## src/hdl/usb_rs_map.svh

```systemverilog
`ifndef USB_RS_MAP_SVH
`define USB_RS_MAP_SVH

// Clock and link rates
`define REF_CLK_KHZ 25000
`define USB_BIT_RATE_KHZ 12000

// Frame period
`define FRAME_TIME_US 1000
`define FRAME_CYCLES ((`FRAME_TIME_US * `REF_CLK_KHZ) / 1000)
`define FRAME_CNT_W 15

// Connect detect delay after soft reset, least time rounded up
`define DETECT_BIT_TIMES 64
`define DETECT_CYCLES \
  ((`DETECT_BIT_TIMES * `REF_CLK_KHZ + `USB_BIT_RATE_KHZ - 1) / `USB_BIT_RATE_KHZ)
`define DETECT_CNT_W 8

// Length of the internal soft reset process
`define SOFT_RESET_CYCLES 4
`define SOFT_CNT_W 3

// Port status field positions
`define PSC_CONNECT 0
`define PSC_CONNECT_CHG 1
`define PSC_ENABLE 2
`define PSC_ENABLE_CHG 3
`define PSC_LOW_SPEED 8
`define PSC_W 9

// Frame index width and root hub port count
`define FRAME_INDEX_W 11
`define NUM_PORTS 2

`endif

```

## src/hdl/usb_rs_pkg.sv

```systemverilog
`default_nettype none
package usb_rs_pkg;
  // Schedule run control states
  typedef enum logic [1:0] {RUN_HALTED, RUN_ACTIVE, RUN_DRAIN} run_state_t;
  // Per port connect/disconnect states
  typedef enum logic [1:0] {PORT_DISCONN, PORT_DETECT, PORT_CONN} port_state_t;
endpackage
`default_nettype wire

```

## src/hdl/port_link_if.sv

```systemverilog
`timescale 1ns/100ps
`default_nettype none
`include "usb_rs_map.svh"
// Signals between the run controller and one port state machine
interface port_link_if;
  logic soft_reset; // Controller soft reset in progress
  logic attach; // Device presence sensed on the port
  logic low_speed_in; // Low speed sensed on the port
  logic enable_set; // Software enables the port
  logic clr_connect_chg; // Software clears connect change
  logic clr_enable_chg; // Software clears enable change
  logic [`PSC_W-1:0] status; // Port status bits
  modport ctl (output soft_reset, attach, low_speed_in, enable_set, clr_connect_chg,
    clr_enable_chg, input status);
  modport port (input soft_reset, attach, low_speed_in, enable_set, clr_connect_chg,
    clr_enable_chg, output status);
endinterface
`default_nettype wire

```

## src/hdl/port_connect_fsm.sv

```systemverilog
`timescale 1ns/100ps
`default_nettype none
`include "usb_rs_map.svh"
module port_connect_fsm
(
  // Clock and reset
  input wire logic clk,
  input wire logic rst,
  // Link to controller
  port_link_if.port link
);
  usb_rs_pkg::port_state_t state; // Connect/disconnect state
  logic [`DETECT_CNT_W-1:0] detect_cnt; // Bit time delay counter
  logic connect; // Port bit 0
  logic connect_chg; // Port bit 1
  logic enable; // Port bit 2
  logic enable_chg; // Port bit 3
  logic low_speed; // Port bit 8
  logic detect_done; // Delay after soft reset has run out
  logic lost; // Connected device went away

  assign detect_done = detect_cnt == `DETECT_CNT_W'(`DETECT_CYCLES - 1);
  assign lost = state == usb_rs_pkg::PORT_CONN && !link.attach;

  // Connect state machine, forced back by soft reset
  always_ff @(posedge clk or posedge rst)
  begin
    if (rst)
      state <= usb_rs_pkg::PORT_DISCONN;
    else if (link.soft_reset)
      state <= usb_rs_pkg::PORT_DETECT;
    else
    begin
      case (state)
        usb_rs_pkg::PORT_DETECT:
          // Redetect once the delay has elapsed
          if (detect_done)
            state <= link.attach ? usb_rs_pkg::PORT_CONN : usb_rs_pkg::PORT_DISCONN;
        usb_rs_pkg::PORT_DISCONN:
          if (link.attach)
            state <= usb_rs_pkg::PORT_CONN;
        usb_rs_pkg::PORT_CONN:
          if (!link.attach)
            state <= usb_rs_pkg::PORT_DISCONN;
        default:
          state <= usb_rs_pkg::PORT_DISCONN;
      endcase
    end
  end

  // Delay counter, restarts during soft reset
  always_ff @(posedge clk or posedge rst)
  begin
    if (rst)
      detect_cnt <= '0;
    else if (link.soft_reset || state != usb_rs_pkg::PORT_DETECT)
      detect_cnt <= '0;
    else if (!detect_done)
      detect_cnt <= detect_cnt + `DETECT_CNT_W'(1);
  end

  // Connect and low speed bits
  always_ff @(posedge clk or posedge rst)
  begin
    if (rst)
    begin
      connect <= 1'b0;
      low_speed <= 1'b0;
    end
    else if (link.soft_reset)
    begin
      connect <= 1'b0;
      low_speed <= 1'b0;
    end
    else if ((state == usb_rs_pkg::PORT_DETECT && detect_done) ||
      (state == usb_rs_pkg::PORT_DISCONN && link.attach))
    begin
      connect <= link.attach;
      low_speed <= link.attach && link.low_speed_in;
    end
    else if (lost)
    begin
      connect <= 1'b0;
      low_speed <= 1'b0;
    end
  end

  // Port enable, dropped by any disconnect
  always_ff @(posedge clk or posedge rst)
  begin
    if (rst)
      enable <= 1'b0;
    else if (link.soft_reset || lost)
      enable <= 1'b0;
    else if (link.enable_set && connect)
      enable <= 1'b1;
  end

  // Connect change, set wins over software clear
  always_ff @(posedge clk or posedge rst)
  begin
    if (rst)
      connect_chg <= 1'b0;
    else if (link.soft_reset || lost || (state == usb_rs_pkg::PORT_DISCONN && link.attach) ||
      (state == usb_rs_pkg::PORT_DETECT && detect_done && link.attach))
      connect_chg <= 1'b1;
    else if (link.clr_connect_chg)
      connect_chg <= 1'b0;
  end

  // Enable change, set wins over software clear
  always_ff @(posedge clk or posedge rst)
  begin
    if (rst)
      enable_chg <= 1'b0;
    else if (link.soft_reset || (lost && enable))
      enable_chg <= 1'b1;
    else if (link.clr_enable_chg)
      enable_chg <= 1'b0;
  end

  // Only bits 8 and 3:0 live here; 7:4 are tied to zero
  assign link.status = {low_speed, 4'h0, enable_chg, enable, connect_chg, connect};
endmodule
`default_nettype wire

```

## src/hdl/usb_run_control.sv

```systemverilog
`timescale 1ns/100ps
`default_nettype none
`include "usb_rs_map.svh"
module usb_run_control
#(
  parameter logic [`FRAME_CNT_W-1:0] FRAME_CYCLES = `FRAME_CNT_W'(`FRAME_CYCLES)
)
(
  // Clock and reset
  input wire logic REF_CLK,
  input wire logic RST,
  // Command register write
  input wire logic CMD_WR,
  input wire logic CMD_RUN_STOP,
  input wire logic CMD_SOFT_RESET,
  input wire logic CMD_SINGLE_STEP,
  // Frame index write
  input wire logic FRAME_INDEX_WR,
  input wire logic [`FRAME_INDEX_W-1:0] FRAME_INDEX_WDATA,
  // Schedule engine
  input wire logic TXN_ACTIVE,
  input wire logic TXN_DONE,
  input wire logic TD_FETCH,
  input wire logic CONSIST_ERR,
  input wire logic PCI_ERR,
  // Root hub ports
  input wire logic [`NUM_PORTS-1:0] PORT_ATTACH,
  input wire logic [`NUM_PORTS-1:0] PORT_LOW_SPEED_IN,
  input wire logic [`NUM_PORTS-1:0] PORT_ENABLE_SET,
  input wire logic [`NUM_PORTS-1:0] PORT_CLR_CONNECT_CHG,
  input wire logic [`NUM_PORTS-1:0] PORT_CLR_ENABLE_CHG,
  // Command and status bits
  output logic RUN_STOP,
  output logic SOFT_RESET,
  output logic SINGLE_STEP,
  output logic HALTED,
  // Schedule control
  output logic SCHED_GO,
  output logic TXN_ABORT,
  output logic SOF_PULSE,
  output logic [`FRAME_INDEX_W-1:0] FRAME_INDEX,
  // Port status
  output logic [`NUM_PORTS-1:0][`PSC_W-1:0] PORT_STATUS
);
  usb_rs_pkg::run_state_t run_state; // Schedule run state
  usb_rs_pkg::run_state_t next_run_state; // Next run state
  logic [`SOFT_CNT_W-1:0] soft_cnt; // Soft reset duration counter
  logic [`FRAME_CNT_W-1:0] frame_cnt; // Position within the frame
  logic frame_end; // Last cycle of a frame
  logic fatal; // Any fatal error
  logic soft_last; // Final cycle of the soft reset process

  assign fatal = CONSIST_ERR || PCI_ERR;
  assign soft_last = SOFT_RESET && soft_cnt == `SOFT_CNT_W'(`SOFT_RESET_CYCLES - 1);
  assign frame_end = frame_cnt == FRAME_CYCLES - `FRAME_CNT_W'(1);

  // Soft reset bit, cleared by hardware when done
  always_ff @(posedge REF_CLK or posedge RST)
  begin
    if (RST)
      SOFT_RESET <= 1'b0;
    else if (soft_last)
      SOFT_RESET <= 1'b0;
    else if (CMD_WR && CMD_SOFT_RESET)
      SOFT_RESET <= 1'b1;
  end

  // Soft reset duration
  always_ff @(posedge REF_CLK or posedge RST)
  begin
    if (RST)
      soft_cnt <= '0;
    else if (!SOFT_RESET)
      soft_cnt <= '0;
    else
      soft_cnt <= soft_cnt + `SOFT_CNT_W'(1);
  end

  // Abort the bus transaction for one cycle when soft reset is written
  always_ff @(posedge REF_CLK or posedge RST)
  begin
    if (RST)
      TXN_ABORT <= 1'b0;
    else
      TXN_ABORT <= CMD_WR && CMD_SOFT_RESET && !soft_last;
  end

  // Run/stop bit; hardware clears win over software writes
  always_ff @(posedge REF_CLK or posedge RST)
  begin
    if (RST)
      RUN_STOP <= 1'b0;
    else if (SOFT_RESET)
      RUN_STOP <= 1'b0;
    else if (fatal)
      RUN_STOP <= 1'b0;
    else if (SINGLE_STEP && RUN_STOP && TD_FETCH)
      RUN_STOP <= 1'b0;
    else if (CMD_WR)
      RUN_STOP <= CMD_RUN_STOP;
  end

  // Single step debug bit, software can change it at any time except during soft reset
  always_ff @(posedge REF_CLK or posedge RST)
  begin
    if (RST)
      SINGLE_STEP <= 1'b0;
    else if (SOFT_RESET)
      SINGLE_STEP <= 1'b0;
    else if (CMD_WR)
      SINGLE_STEP <= CMD_SINGLE_STEP;
  end

  // Next run state
  always_comb
  begin
    next_run_state = run_state;
    case (run_state)
      usb_rs_pkg::RUN_HALTED:
        if (RUN_STOP)
          next_run_state = usb_rs_pkg::RUN_ACTIVE;
      usb_rs_pkg::RUN_ACTIVE:
        // Stop at once when idle, otherwise finish the transaction
        if (!RUN_STOP)
          next_run_state = TXN_ACTIVE && !TXN_DONE ? usb_rs_pkg::RUN_DRAIN
            : usb_rs_pkg::RUN_HALTED;
      usb_rs_pkg::RUN_DRAIN:
        if (TXN_DONE || !TXN_ACTIVE)
          next_run_state = usb_rs_pkg::RUN_HALTED;
      default:
        next_run_state = usb_rs_pkg::RUN_HALTED;
    endcase
  end

  // Run state register; soft reset returns to halted
  always_ff @(posedge REF_CLK or posedge RST)
  begin
    if (RST)
      run_state <= usb_rs_pkg::RUN_HALTED;
    else if (SOFT_RESET)
      run_state <= usb_rs_pkg::RUN_HALTED;
    else
      run_state <= next_run_state;
  end

  // Halted flag follows the run state
  always_ff @(posedge REF_CLK or posedge RST)
  begin
    if (RST)
      HALTED <= 1'b1;
    else if (SOFT_RESET)
      HALTED <= 1'b1;
    else if (next_run_state == usb_rs_pkg::RUN_HALTED)
      HALTED <= 1'b1;
    else
      HALTED <= 1'b0;
  end

  // New transactions only while running and run/stop holds
  assign SCHED_GO = run_state == usb_rs_pkg::RUN_ACTIVE && RUN_STOP;

  // Frame counter: cleared or frozen while stopped, by debug mode
  always_ff @(posedge REF_CLK or posedge RST)
  begin
    if (RST)
      frame_cnt <= '0;
    else if (SOFT_RESET)
      frame_cnt <= '0;
    else if (run_state == usb_rs_pkg::RUN_HALTED)
    begin
      if (!SINGLE_STEP)
        frame_cnt <= '0;
    end
    else if (frame_end)
      frame_cnt <= '0;
    else
      frame_cnt <= frame_cnt + `FRAME_CNT_W'(1);
  end

  // Start of frame marker; debug-off resume starts here
  always_ff @(posedge REF_CLK or posedge RST)
  begin
    if (RST)
      SOF_PULSE <= 1'b0;
    else
      SOF_PULSE <= !SOFT_RESET && run_state == usb_rs_pkg::RUN_ACTIVE &&
        frame_cnt == '0;
  end

  // Frame index: rewritable while halted, advances each frame
  always_ff @(posedge REF_CLK or posedge RST)
  begin
    if (RST)
      FRAME_INDEX <= '0;
    else if (SOFT_RESET)
      FRAME_INDEX <= '0;
    else if (run_state == usb_rs_pkg::RUN_HALTED && FRAME_INDEX_WR)
      FRAME_INDEX <= FRAME_INDEX_WDATA;
    else if (run_state != usb_rs_pkg::RUN_HALTED && frame_end)
      FRAME_INDEX <= FRAME_INDEX + `FRAME_INDEX_W'(1);
  end

  // One connect state machine per root hub port
  generate
    for (genvar p = 0; p < `NUM_PORTS; p++)
    begin : g_port
      port_link_if link ();
      assign link.soft_reset = SOFT_RESET;
      assign link.attach = PORT_ATTACH[p];
      assign link.low_speed_in = PORT_LOW_SPEED_IN[p];
      assign link.enable_set = PORT_ENABLE_SET[p];
      assign link.clr_connect_chg = PORT_CLR_CONNECT_CHG[p];
      assign link.clr_enable_chg = PORT_CLR_ENABLE_CHG[p];
      assign PORT_STATUS[p] = link.status;
      port_connect_fsm u_port (
        .clk(REF_CLK),
        .rst(RST),
        .link(link.port)
      );
    end
  endgenerate
endmodule
`default_nettype wire

```

## config.mk

```make
export PLATFORM = sky130hd
export DESIGN_NAME = usb_run_control
export DESIGN_NICKNAME = d
export VERILOG_FILES = /design/src/hdl/usb_rs_pkg.sv /design/src/hdl/port_link_if.sv /design/src/hdl/port_connect_fsm.sv /design/src/hdl/usb_run_control.sv
export VERILOG_INCLUDE_DIRS = /design/src /design/src/hdl
export SDC_FILE = /design/constraint.sdc
export NUM_CORES = 1
export LEC_CHECK = 0
export ABC_AREA = 1
export BUFFER_PORTS_ARGS = -buffer_cell sky130_fd_sc_hd__buf_4
export CAP_MARGIN = 20
export CORE_MARGIN = 4
export CORE_UTILIZATION = 52
export CTS_BUF_LIST = sky130_fd_sc_hd__clkbuf_8
export DETAILED_ROUTE_END_ITERATION = 8
export HOLD_SLACK_MARGIN = 0.03
export PLACE_DENSITY_LB_ADDON = 0.3
export SLEW_MARGIN = 20
export SYNTH_ARGS = -nofsm -noshare
export SYNTH_HDL_FRONTEND = slang
export SYNTH_SLANG_ARGS = --single-unit
```

## constraint.sdc

```tcl
create_clock -name REF_CLK -period 2.04 [get_ports REF_CLK]
set_clock_uncertainty 0.05 [all_clocks]
set_input_delay 0.306 -clock REF_CLK [delete_from_list [all_inputs] [get_ports REF_CLK]]
set_output_delay 0.306 -clock REF_CLK [all_outputs]
set_load 0.01 [all_outputs]
```

==> results of run 1 <==
[state kept, by name (all words and copies together), names as in the netlist, 3 cells and up]
name and cells:
g_port.u_port.state 4, frame_cnt 15, g_port.u_port.detect_cnt 16, FRAME_INDEX 11
soft_cnt 3
[per-stage QoR]
step	utilization [%]	total power [mW]
6_report	63.9	3.59
5_1_grt	63.9	3.82
4_1_cts	63.9	3.63
3_5_place_dp	61.1	2.59
3_3_place_gp	61.1	2.55
2_1_floorplan	-	2.26
[timing repair]
item                                    CTS  global route
hold endpoints to repair                 19             0
endpoints found under the setup margin    0             0
gates resized for setup                   0             0
hold buffers                              1             0
[power groups by stage]
stage | Clock, mW | Combinational, mW | Sequential, mW
after global placement | 0 | 0.867 | 1.69
final | 1.03 | 0.890 | 1.67
after floorplan | 0 | 0.586 | 1.68
after CTS | 1.05 | 0.900 | 1.67
after global routing | 1.11 | 1.01 | 1.70
after detailed placement | 0 | 0.891 | 1.70
[critical path, stage by stage, from the launching register on]
cell     delay, ns
dfrtp_1       0.44
ha_1          0.24
nand2_1       0.13
nor2_1        0.12
or2_2         0.28
nand3_1       0.07
nand2_1       0.05
nand2_1       0.06
nand2_1       0.04
[final timing paths]
path | startpoint | to | slack, ns
min reg2reg | soft_cnt[0]$_DFF_PP0_ | soft_cnt[0]$_DFF_PP0_ | 0.39
max in group asynchronous | RST | HALTED$_DFF_PP1_ | 0.84
min | TXN_DONE | run_state[1]$_DFF_PP0_ | 0.09
max | FRAME_INDEX[0]$_DFFE_PP0P_ | FRAME_INDEX[6]$_DFFE_PP0P_ | 0.45
min in group asynchronous | RST | frame_cnt[11]$_DFFE_PP0P_ | 0.47
max reg2reg | FRAME_INDEX[0]$_DFFE_PP0P_ | FRAME_INDEX[6]$_DFFE_PP0P_ | 0.45
[synthesized netlist by cell type, types with 2 or more instances]
cell type	n	area, µm²
o221ai_1	2	17.5
nand2_1	129	484
inv_1	57	214
inv_2	5	18.8
nand3_2	2	20.0
a21oi_1	12	60.1
nand3_1	34	170
o21ai_0	19	95.1
dfrtp_1	66	1650
buf_6	2	22.5
and2_1	2	12.5
nor2_1	65	244
nand3b_1	3	22.5
o21ai_1	7	35.0
nand2_4	2	22.5
xnor2_1	2	17.5
nand4_1	17	106
nor4_1	2	12.5
xor2_1	5	43.8
ha_1	9	113
nor3_1	11	55.1
buf_2	2	10.0
buf_4	18	135
[layer usage]
| layer | routed length, µm | vias up |
|---|---|---|
| li1 | - | 1673 |
| met1 | 3530 | 1528 |
| met2 | 3890 | 94 |
| met3 | 507 | 14 |
| met4 | 146 | 0 |
| met5 | 0 | - |
[cell families (layout without fill, tap and decap cells)]
kind of cell,Yosys count,count (layout),synth area share (%)
compound gates,48,48,7.18
xor+xnor,7,7,1.64
fa+ha+maj,9,9,3.02
buf+inv,85,143,10.8
flops,67,67,45.0
mux,1,1,0.268
other cells,1,8,0.101
simple gates,272,272,32.0
[area by class of cell]
| cell class | instances | area [µm²] |
|---|---|---|
| well taps | 96 | 120 |
| flip-flops and latches | 67 | 1680 |
| multi-input cells | 345 | 1670 |
| repair buffers | 65 | 503 |
| clock buffers | 9 | 124 |
| clock inverters | 7 | 57.6 |
| inverters | 62 | 233 |
| fillers | 620 | 2480 |
==> impl_metrics.toml, run 1 <==
[grt]
use_met2_pct = 33.1
track_usage_pct = 19.9
grt_remaining_overflow = 0
grt_pass1_vias = 3089
grt_busiest_layer = "met2"
antenna_found_initial = 0
grt_util_met1_pct = 25.7
use_met3_pct = 3.41
grt_start_max_net_pins = 37
grt_pass1_wl_mm = 13.8

[hold_path]
hold_class = "in2reg"
min_path_cells = 2

[clock_network]
cts-root-buf = "clkbuf_8"
clk_pin_slew_worst_paths_ns = 0.07
clock_sinks = 67
clock_path_buffers = 2
insertion_delay_ns = 0.35
post_cts_buffers = 0
htree_levels = 3
cts_buffers = 9
cts_tree = "yes"

[routing]
vias_per_cell = 5.08
drtIter0Drc = 128
wirelength_mm = 8.08
ant_nets = 0
drtPass1Iterations = 4
wire_per_inst_um = 12.4
vias = 3309
drc_errors = 0

[sta]
hold_ws_ns = 0.0896
fin_ws_ns = 0.455
fmax_ghz = 0.631
final.period_utilization_pct = 77.7
finalHoldViolations = 0
drv_slew = 0
fin_tns_setup_ns = 0
rsz0062_at_grt = "no"
period_needed_ns = 1.59
setup_viol = 0

[floorplan]
die_w_um = 92.7
die_h_um = 92.7
io_pins = 69
initial_core_util_pct = 54.3
num_rows = 30
coreArea_um2 = 6870
die-area_um2 = 8590

[outcome]
status = "finished, final reports clean"

[power]
p_int_mw = 2.31
p_comb_share_pct = 24.8
p_switching_mw = 1.28
leakage_nw = 2.21
clkPwrFrac_pct = 28.6
sequentialPowerShare_pct = 46.6
irDropWorstVdd_mv = 0.381
power.density_nw_per_um2 = 818
switching_share_pct = 35.7

[placement]
io_buffers = 60
place_hpwl_mm = 6.13
place_congestion = 0.883
dp_slack_ns = 0.472
postPlaceCellArea_um2 = 4200
dp_cells = 634

[yosys]
syn_inst = 490
yosysUniqueCellTypes = 40
synth_flop_cell = "dfrtp_1"
synth_area_um2 = 3730
synthArstFlopShare_pct = 100
synth.avg_cell_area_um2 = 7.61
synth-edff-count = 0
synth-seq-cells = 67
ys_seq_area_share_pct = 45.0
yosys_warnings = 0

[final_layout]
syn2layout_area_growth_pct = 17.7
final_common_cell = "nand2_1"
mostFrequentLayoutCells = "nand2_1 (129), dfrtp_1 (66), nor2_1 (65)"
nets = 592
layout-drive-gt1-share_pct = 17.3
finalNonFillerCells = 651
diodes = 0
stdcell_area_um2 = 4390

[critical_path]
path_class = "reg2reg"
arrival_ns = 1.77
cp.required_ns = 2.23
end_kind = "register"
rr_worst_depth = 8
critPathMaxFanout = 6
worstSetupStartpointType = "register"

[flow_run]
max-cap-violations = 0
(Power assumes the default switching activity.)
==> inputs of run 2 (changes only) <==
CORE_UTILIZATION = 58   (was 52)
clock period = 1.6 ns   (was 2.04 ns; I/O delays follow)
==> run 2 against run 1 <==
Critical path depth is 5 lower. Cell area up 1.9%. Worst setup slack got worse by 0.40 ns. Clock power increased by 33%. Largest power group unchanged.
==> impl_metrics.toml, run 2 (synthesized netlist as in run 1, its figures left out) <==
[final_layout]
diodes = 0
syn2layout_area_growth_pct = 20.0
fin_util_pct = 73.4
regArea_um2 = 1680
reg_top3 = "g_port.u_port.detect_cnt: 16 flops, frame_cnt: 15 flops, FRAME_INDEX: 11 flops"
largest-register = "g_port.u_port.detect_cnt"
largest_reg_flops = 16
fillers = 468
nets = 600
mostFrequentLayoutCells = "nand2_1 (128), buf_4 (69), dfrtp_1 (64)"
final_common_cell = "nand2_1"
layout-drive-gt1-share_pct = 19.7
multiInputGateArea_um2 = 1700

[clock_network]
cts-root-buf = "clkbuf_8"
cts_buffers = 9
clk_pin_slew_worst_paths_ns = 0.07
clock_path_buffers = 2
cts_tree = "yes"
clock_sinks = 67
insertion_delay_ns = 0.34
htree_levels = 3

[grt]
grt_start_max_net_pins = 68
grt_remaining_overflow = 0
grt_pass1_wl_mm = 14.5
track_usage_pct = 23.7
antenna_found_initial = 0
grt_pass1_vias = 3334

[sta]
fin_tns_setup_ns = 0
finalHoldViolations = 0
rsz0062_at_grt = "yes"
fin_ws_ns = 0.0531
fmax_ghz = 0.646
period_needed_ns = 1.55
setup_viol = 0
drv_slew = 0
final.period_utilization_pct = 96.7

[critical_path]
arrival_ns = 1.26
worstSetupStartpointType = "register"
reg2reg_from = "FRAME_INDEX[1]$_DFFE_PP0P_"
cp.required_ns = 1.31
setup.worst_path.start = "SOFT_RESET$_DFFE_PP0P_"
end_kind = "primary output"
path_class = "reg2out"
critPathMaxFanout = 7

[power]
switching_share_pct = 34.0
leakage_nw = 2.27
p_int_mw = 3.13
sequentialPowerShare_pct = 45.1
power.density_nw_per_um2 = 1060
clkPwrFrac_pct = 29.0
irDropWorstVdd_mv = 0.694
p_switching_mw = 1.61
p_comb_share_pct = 25.9

[routing]
drc_errors = 0
wirelength_mm = 8.69
vias = 3417
wire_per_inst_um = 13.6
drtPass1Iterations = 5
drtIter0Drc = 142
ant_nets = 0
vias_per_cell = 5.36

[hold_path]
min-delay-start = "PORT_CLR_CONNECT_CHG[0]"
hold_class = "in2reg"

[floorplan]
initial_core_util_pct = 61.2
die_h_um = 88.2
die-area_um2 = 7780
io_pins = 69
num_rows = 28
coreArea_um2 = 6100
die_w_um = 88.2

[placement]
io_buffers = 60
place_hpwl_mm = 6.41
place_congestion = 0.884
dp_slack_ns = 0.0464

[outcome]
status = "finished, final reports clean"

[flow_run]
max-cap-violations = 0
[run 2: changes by cell type in the layout (fill, tap and decap cells not counted), sizes merged]
cell | before | now
buf | 64 | 71
clkinv | 0 | 3
inv | 66 | 63
bufinv | 0 | 1
clkinvlp | 3 | 2
dlygate4sd3 | 1 | 2
[run 2: final cells by class]
type / count / share of cell area [%]
multi-input cells: 345 / 38.0
flip-flops and latches: 67 / 37.6
repair buffers: 73 / 12.7
inverters: 62 / 5.29
clock buffers: 9 / 2.77
well taps: 75 / 2.10
clock inverters: 7 / 1.54
[run 2: worst max-delay path, cell delays in order, from the launching register on]
cell	delay (ns)
dfrtp_2	0.48
buf_6	0.16
buf_4	0.15
buf_4	0.14
[run 2: path summary, 6_finish.rpt]
kind,end,slack (ns),depth (start not counted)
max,SOFT_RESET,0.05,3
min,g_port[0].u_port.connect_chg$_DFFE_PP0P_,0.08,2
max reg2reg,FRAME_INDEX[6]$_DFFE_PP0P_,0.07,8
min reg2reg,soft_cnt[0]$_DFF_PP0_,0.40,1
max in group asynchronous,HALTED$_DFF_PP1_,0.67,4
min in group asynchronous,g_port[1].u_port.connect$_DFFE_PP0P_,0.50,4
[run 2: power groups by stage]
stage	clock, mW	sequential (mW)	combinational, mW
2_1_floorplan	0	2.14	0.748
3_3_place_gp	0	2.14	1.15
3_5_place_dp	0	2.15	1.19
4_1_cts	1.40	2.12	1.22
5_1_grt	1.49	2.16	1.38
6_report	1.37	2.14	1.23
[run 2: layer usage]
metal / share of wire, % / global-route usage, % / vias to the layer above
met2: 50 / 41.7 / 101
met4: 1.4 / 8.93 / 0
li1: - / - / 1685
met5: 0 / 0 / -
met3: 6.4 / 3.86 / 13
met1: 42 / 29.1 / 1618
[run 2: what timing repair did]
item | CTS | global route
hold buffers | 2 | 0
gates resized for setup | 0 | 12
hold endpoints to repair | 67 | 0
setup endpoints to repair | 0 | 21
setup buffers | 0 | 1
[run 2: through the flow]
| step | power, mW | std cells | hold slack, ns | cell area (µm²) |
|---|---|---|---|---|
| 4_1_cts | 4.75 | 637 | 0.0693 | 4430 |
| 2_1_floorplan | 2.89 | 497 | 0.273 | 3760 |
| 6_report | 4.74 | 638 | 0.0758 | 4470 |
| 3_5_place_dp | 3.35 | 619 | 0.320 | 4220 |
| 3_3_place_gp | 3.29 | 619 | 0.316 | 4220 |
| 5_1_grt | 5.04 | 638 | 0.0683 | 4470 |
